File: src/rtl/gpio_sleep_defines.vh
// gpio_sleep_defines.vh: offsets, field positions and reset values for the
// gpio pending-status and hibernate pin-hold block.
// assumes wishbone word addressing; included by bare name.
`ifndef GPIO_SLEEP_DEFINES_VH
`define GPIO_SLEEP_DEFINES_VH

// printed offsets are not all multiples of four: these are indices
`define IDX_IRQ_PENDING_STATUS 32'h0B000314
`define IDX_HIB_STATE_UPPER 32'h0B000316
`define IDX_HIB_STATE_LOWER 32'h0B000318
// local registers: indices chosen past the printed ones
`define IDX_IRQ_MASK 32'h0B000320
`define IDX_TRIG_TYPE_LO 32'h0B000321
`define IDX_TRIG_TYPE_HI 32'h0B000322
`define IDX_PIN_IS_INPUT 32'h0B000323
`define IDX_HIB_CTRL 32'h0B000324
`define IDX_PIN_LEVEL 32'h0B000325

`define REG_ADDR_W 30
`define RST_PENDING 16'h0000
`define RST_HIB_STATE 16'h0000
`define RST_MASK 16'h0000
`define RST_TRIG 32'h00000000
`define RST_INPUT 32'h00000000
`define HIB_CTRL_ACTIVE_BIT 0

`define TRIG_FALL 2'h0
`define TRIG_RISE 2'h1
`define TRIG_LOW 2'h2
`define TRIG_HIGH 2'h3

`endif

File: src/rtl/gpio_sleep_hold.v
// gpio_sleep_hold.v: gpio pending-status register and hibernate pin hold.
// assumes a classic wishbone master; pins are asynchronous to clk.
// How it works
// RQ1: one pending bit per pin 0..15
// RQ2: pending tracks only general-purpose input pins
// RQ3: pending reads regardless of interrupt mask
// RQ4: edge type: writing one clears latched request
// RQ5: rtc-domain reset zeroes; other resets keep values
// RQ6: keep bit 0: output released, input ignored
// RQ7: keep bit 1: output driven, input monitored
// RQ8: upper register bit n controls pin n+16
// RQ9: lower register bit n controls pin n
// RQ10: software sets keep bit for wake-up pins
// RQ11: software clears keep bits of inputs, except 29
// RQ12: trigger type: fall, rise, low, high
// RQ13: level type: pending follows active pin level
// RQ14: writing zero leaves pending bit unchanged
//
// Register access over Wishbone was decided locally.
`default_nettype none
`include "gpio_sleep_defines.vh"

module gpio_sleep_hold (
  input wire clk, // 250 MHz system clock
  input wire rst_b, // system reset, async, active low
  input wire rtc_domain_reset_b, // rtc-domain reset, async, active low
  input wire wb_cyc_i, // wishbone cycle
  input wire wb_stb_i, // wishbone strobe
  input wire wb_we_i, // wishbone write enable
  input wire [31:2] wb_adr_i, // wishbone word address
  input wire [3:0] wb_sel_i, // wishbone byte selects
  input wire [31:0] wb_dat_i, // wishbone write data
  output reg [31:0] wb_dat_o, // wishbone read data
  output reg wb_ack_o, // wishbone acknowledge
  output reg wb_err_o, // wishbone error on unmapped address
  input wire [31:0] gpio_in, // pin input levels
  input wire [31:0] core_out, // output values from the port logic
  input wire [31:0] core_oe_b, // output enables from port logic, low drives
  output reg [31:0] gpio_out, // pin output values
  output reg [31:0] gpio_oe_b, // pin output enables, low drives
  output reg [31:0] gpio_in_seen, // pin levels seen by the core
  output reg [15:0] wake_event, // wake-up levels while hibernating
  output reg irq // level interrupt, unmasked pending
);
  reg [31:0] meta_reg;
  reg [31:0] sync_reg;
  reg [31:0] prev_reg;
  reg [15:0] hib_upper_reg;
  reg [15:0] hib_lower_reg;
  reg [15:0] mask_reg;
  reg [31:0] trig_reg;
  reg [31:0] input_reg;
  reg hib_reg;
  reg [15:0] clear_reg;
  wire [15:0] irq_pending_bit;
  wire [31:0] sleep_pin_keep_bit;
  wire req;
  wire [31:0] idx;
  reg hit_any;
  reg [31:0] rdata;

  assign req = wb_cyc_i & wb_stb_i & ~wb_ack_o & ~wb_err_o;
  assign idx = {2'b00, wb_adr_i};
  assign sleep_pin_keep_bit = {hib_upper_reg, hib_lower_reg}; // RQ8 RQ9

  // byte-lane merge for the keep-state, mask, trigger and input registers
  function [31:0] merge;
    input [31:0] old;
    input [31:0] din;
    input [3:0] sel;
    integer i;
    begin
      merge = old;
      for (i = 0; i < 4; i = i + 1) begin
        if (sel[i]) begin
          merge[i*8 +: 8] = din[i*8 +: 8];
        end
      end
    end
  endfunction

  // 16-bit registers and trigger halves keep the low half of a merged word
  function [15:0] lo16;
    input [31:0] v;
    begin
      lo16 = v[15:0];
    end
  endfunction

  // pins are asynchronous: two stages before anything reads them
  always @(posedge clk or negedge rst_b) begin
    if (!rst_b) begin
      meta_reg <= 32'h00000000;
      sync_reg <= 32'h00000000;
      prev_reg <= 32'h00000000;
    end else begin
      meta_reg <= gpio_in;
      sync_reg <= meta_reg;
      prev_reg <= sync_reg;
    end
  end

  genvar g;
  generate
    for (g = 0; g < 16; g = g + 1) begin : pin
      pin_event_detect det (
        .clk(clk),
        .rtc_domain_reset_b(rtc_domain_reset_b),
        .level_sync(sync_reg[g]),
        .level_prev(prev_reg[g]),
        .enable(input_reg[g]),
        .pin_trigger_type(trig_reg[2*g +: 2]),
        .clear_wr(clear_reg[g]),
        .irq_pending_bit(irq_pending_bit[g])
      ); // RQ1
    end
  endgenerate

  always @* begin
    hit_any = 1'b1;
    rdata = 32'h00000000;
    case (idx)
      `IDX_IRQ_PENDING_STATUS: rdata = {16'h0000, irq_pending_bit}; // RQ3
      `IDX_HIB_STATE_UPPER: rdata = {16'h0000, hib_upper_reg};
      `IDX_HIB_STATE_LOWER: rdata = {16'h0000, hib_lower_reg};
      `IDX_IRQ_MASK: rdata = {16'h0000, mask_reg};
      `IDX_TRIG_TYPE_LO: rdata = {16'h0000, trig_reg[15:0]};
      `IDX_TRIG_TYPE_HI: rdata = {16'h0000, trig_reg[31:16]};
      `IDX_PIN_IS_INPUT: rdata = input_reg;
      `IDX_HIB_CTRL: rdata = {31'h00000000, hib_reg};
      `IDX_PIN_LEVEL: rdata = sync_reg;
      default: hit_any = 1'b0;
    endcase
  end

  // keep-state registers belong to the rtc domain and survive rst_b
  always @(posedge clk or negedge rtc_domain_reset_b) begin
    if (!rtc_domain_reset_b) begin
      hib_upper_reg <= `RST_HIB_STATE; // RQ5
      hib_lower_reg <= `RST_HIB_STATE; // RQ5
      mask_reg <= `RST_MASK;
      trig_reg <= `RST_TRIG;
      input_reg <= `RST_INPUT;
    end else if (req && wb_we_i) begin
      case (idx)
        `IDX_HIB_STATE_UPPER:
          hib_upper_reg <= lo16(merge({16'h0000, hib_upper_reg}, wb_dat_i,
            wb_sel_i)); // RQ8
        `IDX_HIB_STATE_LOWER:
          hib_lower_reg <= lo16(merge({16'h0000, hib_lower_reg}, wb_dat_i,
            wb_sel_i)); // RQ9
        `IDX_IRQ_MASK:
          mask_reg <= lo16(merge({16'h0000, mask_reg}, wb_dat_i,
            wb_sel_i));
        `IDX_TRIG_TYPE_LO:
          trig_reg[15:0] <= lo16(merge({16'h0000, trig_reg[15:0]},
            wb_dat_i, wb_sel_i)); // RQ12
        `IDX_TRIG_TYPE_HI:
          trig_reg[31:16] <= lo16(merge({16'h0000, trig_reg[31:16]},
            wb_dat_i, wb_sel_i)); // RQ12
        `IDX_PIN_IS_INPUT:
          input_reg <= merge(input_reg, wb_dat_i, wb_sel_i);
        default: ;
      endcase
    end
  end

  always @(posedge clk or negedge rst_b) begin
    if (!rst_b) begin
      wb_ack_o <= 1'b0;
      wb_err_o <= 1'b0;
      wb_dat_o <= 32'h00000000;
      clear_reg <= 16'h0000;
      hib_reg <= 1'b0;
      irq <= 1'b0;
    end else begin
      wb_ack_o <= req & hit_any;
      wb_err_o <= req & ~hit_any;
      wb_dat_o <= (req & hit_any & ~wb_we_i) ? rdata : 32'h00000000;
      clear_reg <= 16'h0000;
      if (req && wb_we_i && idx == `IDX_IRQ_PENDING_STATUS) begin
        // zeros written leave bits alone
        clear_reg <= {wb_sel_i[1] ? wb_dat_i[15:8] : 8'h00,
          wb_sel_i[0] ? wb_dat_i[7:0] : 8'h00}; // RQ4 RQ14
      end
      if (req && wb_we_i && idx == `IDX_HIB_CTRL && wb_sel_i[0]) begin
        hib_reg <= wb_dat_i[`HIB_CTRL_ACTIVE_BIT];
      end
      irq <= |(irq_pending_bit & mask_reg);
    end
  end

  // pin hold: outside hibernate the port logic passes straight through
  always @(posedge clk or negedge rst_b) begin
    if (!rst_b) begin
      gpio_out <= 32'h00000000;
      gpio_oe_b <= 32'hFFFFFFFF;
      gpio_in_seen <= 32'h00000000;
      wake_event <= 16'h0000;
    end else begin
      gpio_out <= core_out;
      gpio_oe_b <= hib_reg ? (core_oe_b | ~sleep_pin_keep_bit)
        : core_oe_b; // RQ6 RQ7
      gpio_in_seen <= hib_reg ? (sync_reg & sleep_pin_keep_bit)
        : sync_reg; // RQ6 RQ7
      // wake-up only from pins software left monitored
      wake_event <= hib_reg ? (sync_reg[15:0] & hib_lower_reg)
        : 16'h0000; // RQ10
    end
  end
endmodule
`default_nettype wire

File: src/rtl/pin_event_detect.v
// pin_event_detect.v: one pin's trigger detection and pending flag.
// assumes a synchronised pin level and a software clear pulse.
`default_nettype none
`include "gpio_sleep_defines.vh"

module pin_event_detect (
  input wire clk, // system clock
  input wire rtc_domain_reset_b, // rtc-domain reset, async, active low
  input wire level_sync, // synchronised pin level
  input wire level_prev, // level one cycle earlier
  input wire enable, // pin is a general-purpose input
  input wire [1:0] pin_trigger_type, // trigger selection
  input wire clear_wr, // software wrote one to this bit
  output reg irq_pending_bit // latched or level pending state
);
  reg is_edge;
  reg hit;

  always @* begin
    is_edge = ~pin_trigger_type[1]; // RQ12
    case (pin_trigger_type)
      `TRIG_FALL: hit = level_prev & ~level_sync;
      `TRIG_RISE: hit = ~level_prev & level_sync;
      `TRIG_LOW: hit = ~level_sync;
      `TRIG_HIGH: hit = level_sync;
      default: hit = 1'b0;
    endcase
  end

  // only the rtc-domain reset touches the flag; other resets keep it
  always @(posedge clk or negedge rtc_domain_reset_b) begin
    if (!rtc_domain_reset_b) begin
      irq_pending_bit <= 1'b0; // RQ5
    end else if (!enable) begin
      irq_pending_bit <= 1'b0; // RQ2
    end else if (!is_edge) begin
      irq_pending_bit <= hit; // RQ13
    end else if (hit) begin
      irq_pending_bit <= 1'b1; // set wins over a same-cycle clear
    end else if (clear_wr) begin
      irq_pending_bit <= 1'b0; // RQ4
    end
  end
endmodule
`default_nettype wire

File: config.mk
export PLATFORM = sky130hd
export DESIGN_NAME = gpio_sleep_hold
export DESIGN_NICKNAME = d
export VERILOG_FILES = /design/src/rtl/gpio_sleep_hold.v /design/src/rtl/pin_event_detect.v
export VERILOG_INCLUDE_DIRS = /design/src /design/src/rtl
export SDC_FILE = /design/constraint.sdc
export NUM_CORES = 1
export LEC_CHECK = 0
export BUFFER_PORTS_ARGS = -buffer_cell sky130_fd_sc_hd__buf_4
export CORE_MARGIN = 2
export CORE_UTILIZATION = 54
export DETAILED_ROUTE_END_ITERATION = 7
export PLACE_DENSITY = 0.79
export SETUP_SLACK_MARGIN = 0.15
export SLEW_MARGIN = 20
export SYNTH_ARGS = -nofsm -noshare
export SYNTH_HDL_FRONTEND = slang
export SYNTH_SLANG_ARGS = --single-unit
File: constraint.sdc
create_clock -name clk -period 2.7 [get_ports clk]
set_input_delay 0.27 -clock clk [delete_from_list [all_inputs] [get_ports clk]]
set_output_delay 0.27 -clock clk [all_outputs]
set_load 0.005 [all_outputs]
==> qor.tcl <==
set qor(routed_via_density) 5.985
set qor(number_of_antenna_violations_at_the_first_check_in_global_routing) 1
set qor(die_height_microns) 168.6
set qor(cts-root-buf) {sky130_fd_sc_hd__clkbuf_16}
set qor(drv_slew) 0
set qor(async_flop_share_pct) 100.0
set qor(placed_cells_incl_taps) 1781
set qor(post_synth_inst_count) 1124
set qor(crit_required_ns) 3.11
set qor(final_cell_count_no_fill) 1962
set qor(grt_start_max_net_pins) 78
set qor(cts_max_level) 2
set qor(worst_path_arrival_time_ns) 2.87
set qor(postRouteAntennaNets) 0
set qor(peakVddDrop_uv) 452.2
set qor(area_growth_pct) 37.88
set qor(syn_nets) 1292
set qor(ys_top_cells_by_area) {sky130_fd_sc_hd__dfrtp_1, sky130_fd_sc_hd__mux2_2, sky130_fd_sc_hd__dfstp_2}
set qor(drv_cap) 0
set qor(worst_pin_slew_ns) 0.6549
set qor(power.leakage_nw) 9.304
set qor(placed_cell_area_sq_mm) 0.01777
set qor(track_usage_pct) 32.73
set qor(max-clock-path-buffers) 3
set qor(final.period_utilization_pct) 91.32
set qor(rsz0062_at_grt) {false}
set qor(place_hpwl_microns) 30160
set qor(yosys.area.top_type_share_pct) 58.18
set qor(num_cts_buffers) 38
set qor(netlist.top_cell.by_area) {sky130_fd_sc_hd__dfrtp_1}
set qor(timing.setup.critical_path_class) {reg2reg}
set qor(dr.first_iter.drc_count) 1267
set qor(worst_clock_skew_ns) 0.01690
set qor(synthesis.yosys.warnings) 0
set qor(core_area_sq_mm) 0.02680
set qor(first_global_vias) 12410
set qor(critical_path.endpoint_type) {flop}
set qor(run_status) {completed}
set qor(path_max_fanout) 8
set qor(synth_area_per_cell_sq_um) 13.01
set qor(finish.net_count) 1761
set qor(route.detailed.wl_per_inst_microns) 23.69
set qor(cpMostUsedCell) {sky130_fd_sc_hd__buf_4}
set qor(clk_pin_slew_worst_paths_ns) 0.06
set qor(synth_enable_flop_cells) 0
set qor(timing.final.crit_period_ns) 2.466
set qor(drt_pre_antenna_iters) 6
set qor(final_design_area_no_fill_sq_mm) 0.02016
set qor(power_density_mw_per_mm2) 590.8
set qor(setup_viol) 0
set qor(cts_tree) {built}
set qor(die_w_microns) 168.6
set qor(ys.flop_type) {sky130_fd_sc_hd__dfrtp_1}
set qor(ioPinCount) 315
set qor(numPortBuffers) 314
set qor(cp-start-kind) {flop}
set qor(cpMaxStageDelayCell) {sky130_fd_sc_hd__nor4bb_1}
set qor(globalplace.congestion) 0.9342
set qor(detail_route.wirelength_microns) 46470
set qor(placement_rows) 60
set qor(worst_slew_margin_rel_pct) 56.34
set qor(post_synth_instance_area_sq_mm) 0.01462
set qor(cts.sinks) 372
set qor(insertion_delay_ns) 0.53
set qor(max_freq_ghz) 0.4056
set qor(drt_drc_violations_left) 0
set qor(crit_path_cell_trace) {nor4bb_1, nand3_1, buf_4, nor4_2, buf_4, mux2_2}
set qor(routed-via-count) 11740
set qor(flip_flop_and_latch_count_after_synthesis) 372
set qor(setup_tns_ns) 0
set qor(drive_gt1_share_pct) 37.04
set qor(grt_pass1_wl_microns) 70480
set qor(grt_overflow_total) 0
set qor(hold_violation_total_from_the_final_report) 0
set qor(initial_standard_cell_utilization_of_the_core_pct) 54.57
set qor(worstHoldPathType) {in2reg}
set qor(ys_types) 49
set qor(floorplan.die_area_sq_mm) 0.02841
set qor(critical_path.max_stage_delay_ns) 0.57
set qor(synth_sequential_area_ratio_pct) 63.93
==> area by class of cell <==
class / instances / area, sq um
sequential: 372 / 9350
fill: 1628 / 6638
multi-input combinational: 646 / 4890
timing repair buffer: 486 / 4051
clock buffer: 55 / 1125
tap: 341 / 426.7
inverter: 49 / 183.9
clock inverter: 12 / 133.9
antenna: 1 / 2.502
==> stage by stage <==
stage               hold slack [ns]  total power (W)  setup WS (ns)  utilization (%)
finish                      0.01469          0.01191         0.2345            75.23
global route               0.006777          0.01228         0.1803            75.23
CTS                        0.002807          0.01191         0.2389            75.17
detailed placement          0.07940         0.006574        0.07361            66.29
global placement            0.08108         0.006551         0.1064            66.29
floorplan                  -0.02559         0.006019         0.3233                -
==> Yosys cell counts (all sizes together) (2+ instances only) <==
cell,instances
inv,49
a311oi,3
nand2b,51
and3,31
mux2i,2
a21oi,17
a22oi,2
nor2,28
nor3b,2
buf,7
a221oi,6
clkbuf,50
nor4,22
nor2b,2
o311ai,14
nand3,8
a21boi,7
o211ai,8
or2,4
nor3,58
dfstp,32
nand3b,50
a211oi,64
nor4b,4
nand2,32
mux2,114
o31a,9
and2,48
or3,2
or4b,2
dfrtp,340
a22o,7
nand4,36
nor4bb,3
==> routing by layer <==
metal	vias to the layer above	track usage [%]	part of all wire, %
met5	-	0	0
met4	0	15.74	5.0
met3	165	6.289	8.4
met2	702	55.02	49
met1	5898	41.21	37
li1	4978	-	-
==> worst max-delay path: cells and delay by family (launching register included) <==
kind,cells,cell delay [ns]
buffers and inverters,2,0.48
DFF,1,0.38
muxes,1,0.34
and+or+nand+nor,3,1.14
==> path summary, 6_finish.rpt <==
path | start | endpoint | cells past startpoint | slack (ns)
max | wb_ack_o$_DFF_PN0_ | trig_reg[21]$_DFFE_PN0P_ | 6 | 0.23
min | wb_dat_i[31] | input_reg[31]$_DFFE_PN0P_ | 2 | 0.01
max reg2reg | wb_ack_o$_DFF_PN0_ | trig_reg[21]$_DFFE_PN0P_ | 6 | 0.23
min reg2reg | meta_reg[13]$_DFF_PN0_ | sync_reg[13]$_DFF_PN0_ | 0 | 0.34
max in group asynchronous | rst_b | gpio_oe_b[29]$_DFF_PN1_ | 3 | 1.47
min in group asynchronous | rtc_domain_reset_b | input_reg[23]$_DFFE_PN0P_ | 2 | 0.09
==> cell families after synthesis <==
logic type	share of synthesized area, %
multiplexers	9.069
buffers and inverters	2.746
AND/OR/NAND/NOR	16.79
AO/OA/AOI/OAI	7.469
flip-flops	63.93
==> report_power, final <==
group	leakage (nW)	switching, W	internal (W)
Clock	0.619	0.00218	0.00310
Combinational	3.93	0.000393	0.000438
Sequential	4.75	0.0000730	0.00573
Total	9.30	0.00265	0.00926
==> cell usage in the layout (no fill, tap or decap), types with 3 or more instances in the layout <==
| cell | count |
|---|---|
| sky130_fd_sc_hd__buf_4 | 363 |
| sky130_fd_sc_hd__dfrtp_1 | 339 |
| sky130_fd_sc_hd__dlygate4sd3_1 | 113 |
| sky130_fd_sc_hd__mux2_2 | 109 |
| sky130_fd_sc_hd__a211oi_1 | 64 |
| sky130_fd_sc_hd__nor3_1 | 56 |
| sky130_fd_sc_hd__nand2b_1 | 51 |
| sky130_fd_sc_hd__nand3b_1 | 50 |
| sky130_fd_sc_hd__inv_1 | 49 |
| sky130_fd_sc_hd__and2_1 | 48 |
| sky130_fd_sc_hd__clkbuf_16 | 38 |
| sky130_fd_sc_hd__nand4_1 | 36 |
| sky130_fd_sc_hd__nand2_1 | 32 |
| sky130_fd_sc_hd__dfstp_2 | 32 |
| sky130_fd_sc_hd__and3_1 | 31 |
| sky130_fd_sc_hd__nor2_1 | 28 |
| sky130_fd_sc_hd__a21oi_1 | 17 |
| sky130_fd_sc_hd__o311ai_0 | 14 |
| sky130_fd_sc_hd__clkbuf_8 | 11 |
| sky130_fd_sc_hd__nor4_4 | 10 |
| sky130_fd_sc_hd__o31a_1 | 9 |
| sky130_fd_sc_hd__buf_12 | 9 |
| sky130_fd_sc_hd__nor4_1 | 8 |
| sky130_fd_sc_hd__o211ai_1 | 8 |
| sky130_fd_sc_hd__a22o_1 | 7 |
| sky130_fd_sc_hd__nand3_1 | 7 |
| sky130_fd_sc_hd__a21boi_0 | 7 |
| sky130_fd_sc_hd__a221oi_1 | 6 |
| sky130_fd_sc_hd__clkbuf_1 | 6 |
| sky130_fd_sc_hd__mux2_1 | 5 |
| sky130_fd_sc_hd__clkinv_2 | 5 |
| sky130_fd_sc_hd__or2_2 | 4 |
| sky130_fd_sc_hd__nor4_2 | 4 |
| sky130_fd_sc_hd__nor4bb_1 | 3 |
| sky130_fd_sc_hd__nor4b_1 | 3 |
| sky130_fd_sc_hd__a311oi_1 | 3 |
==> timing repair <==
action,4_1_cts,5_1_grt
resized for setup,0,1
hold buffers,112,1
hold endpoints to repair,300,1
buffers inserted,0,0
endpoints found under the setup margin,0,46
Note: power is estimated with default switching activity, not from simulation.
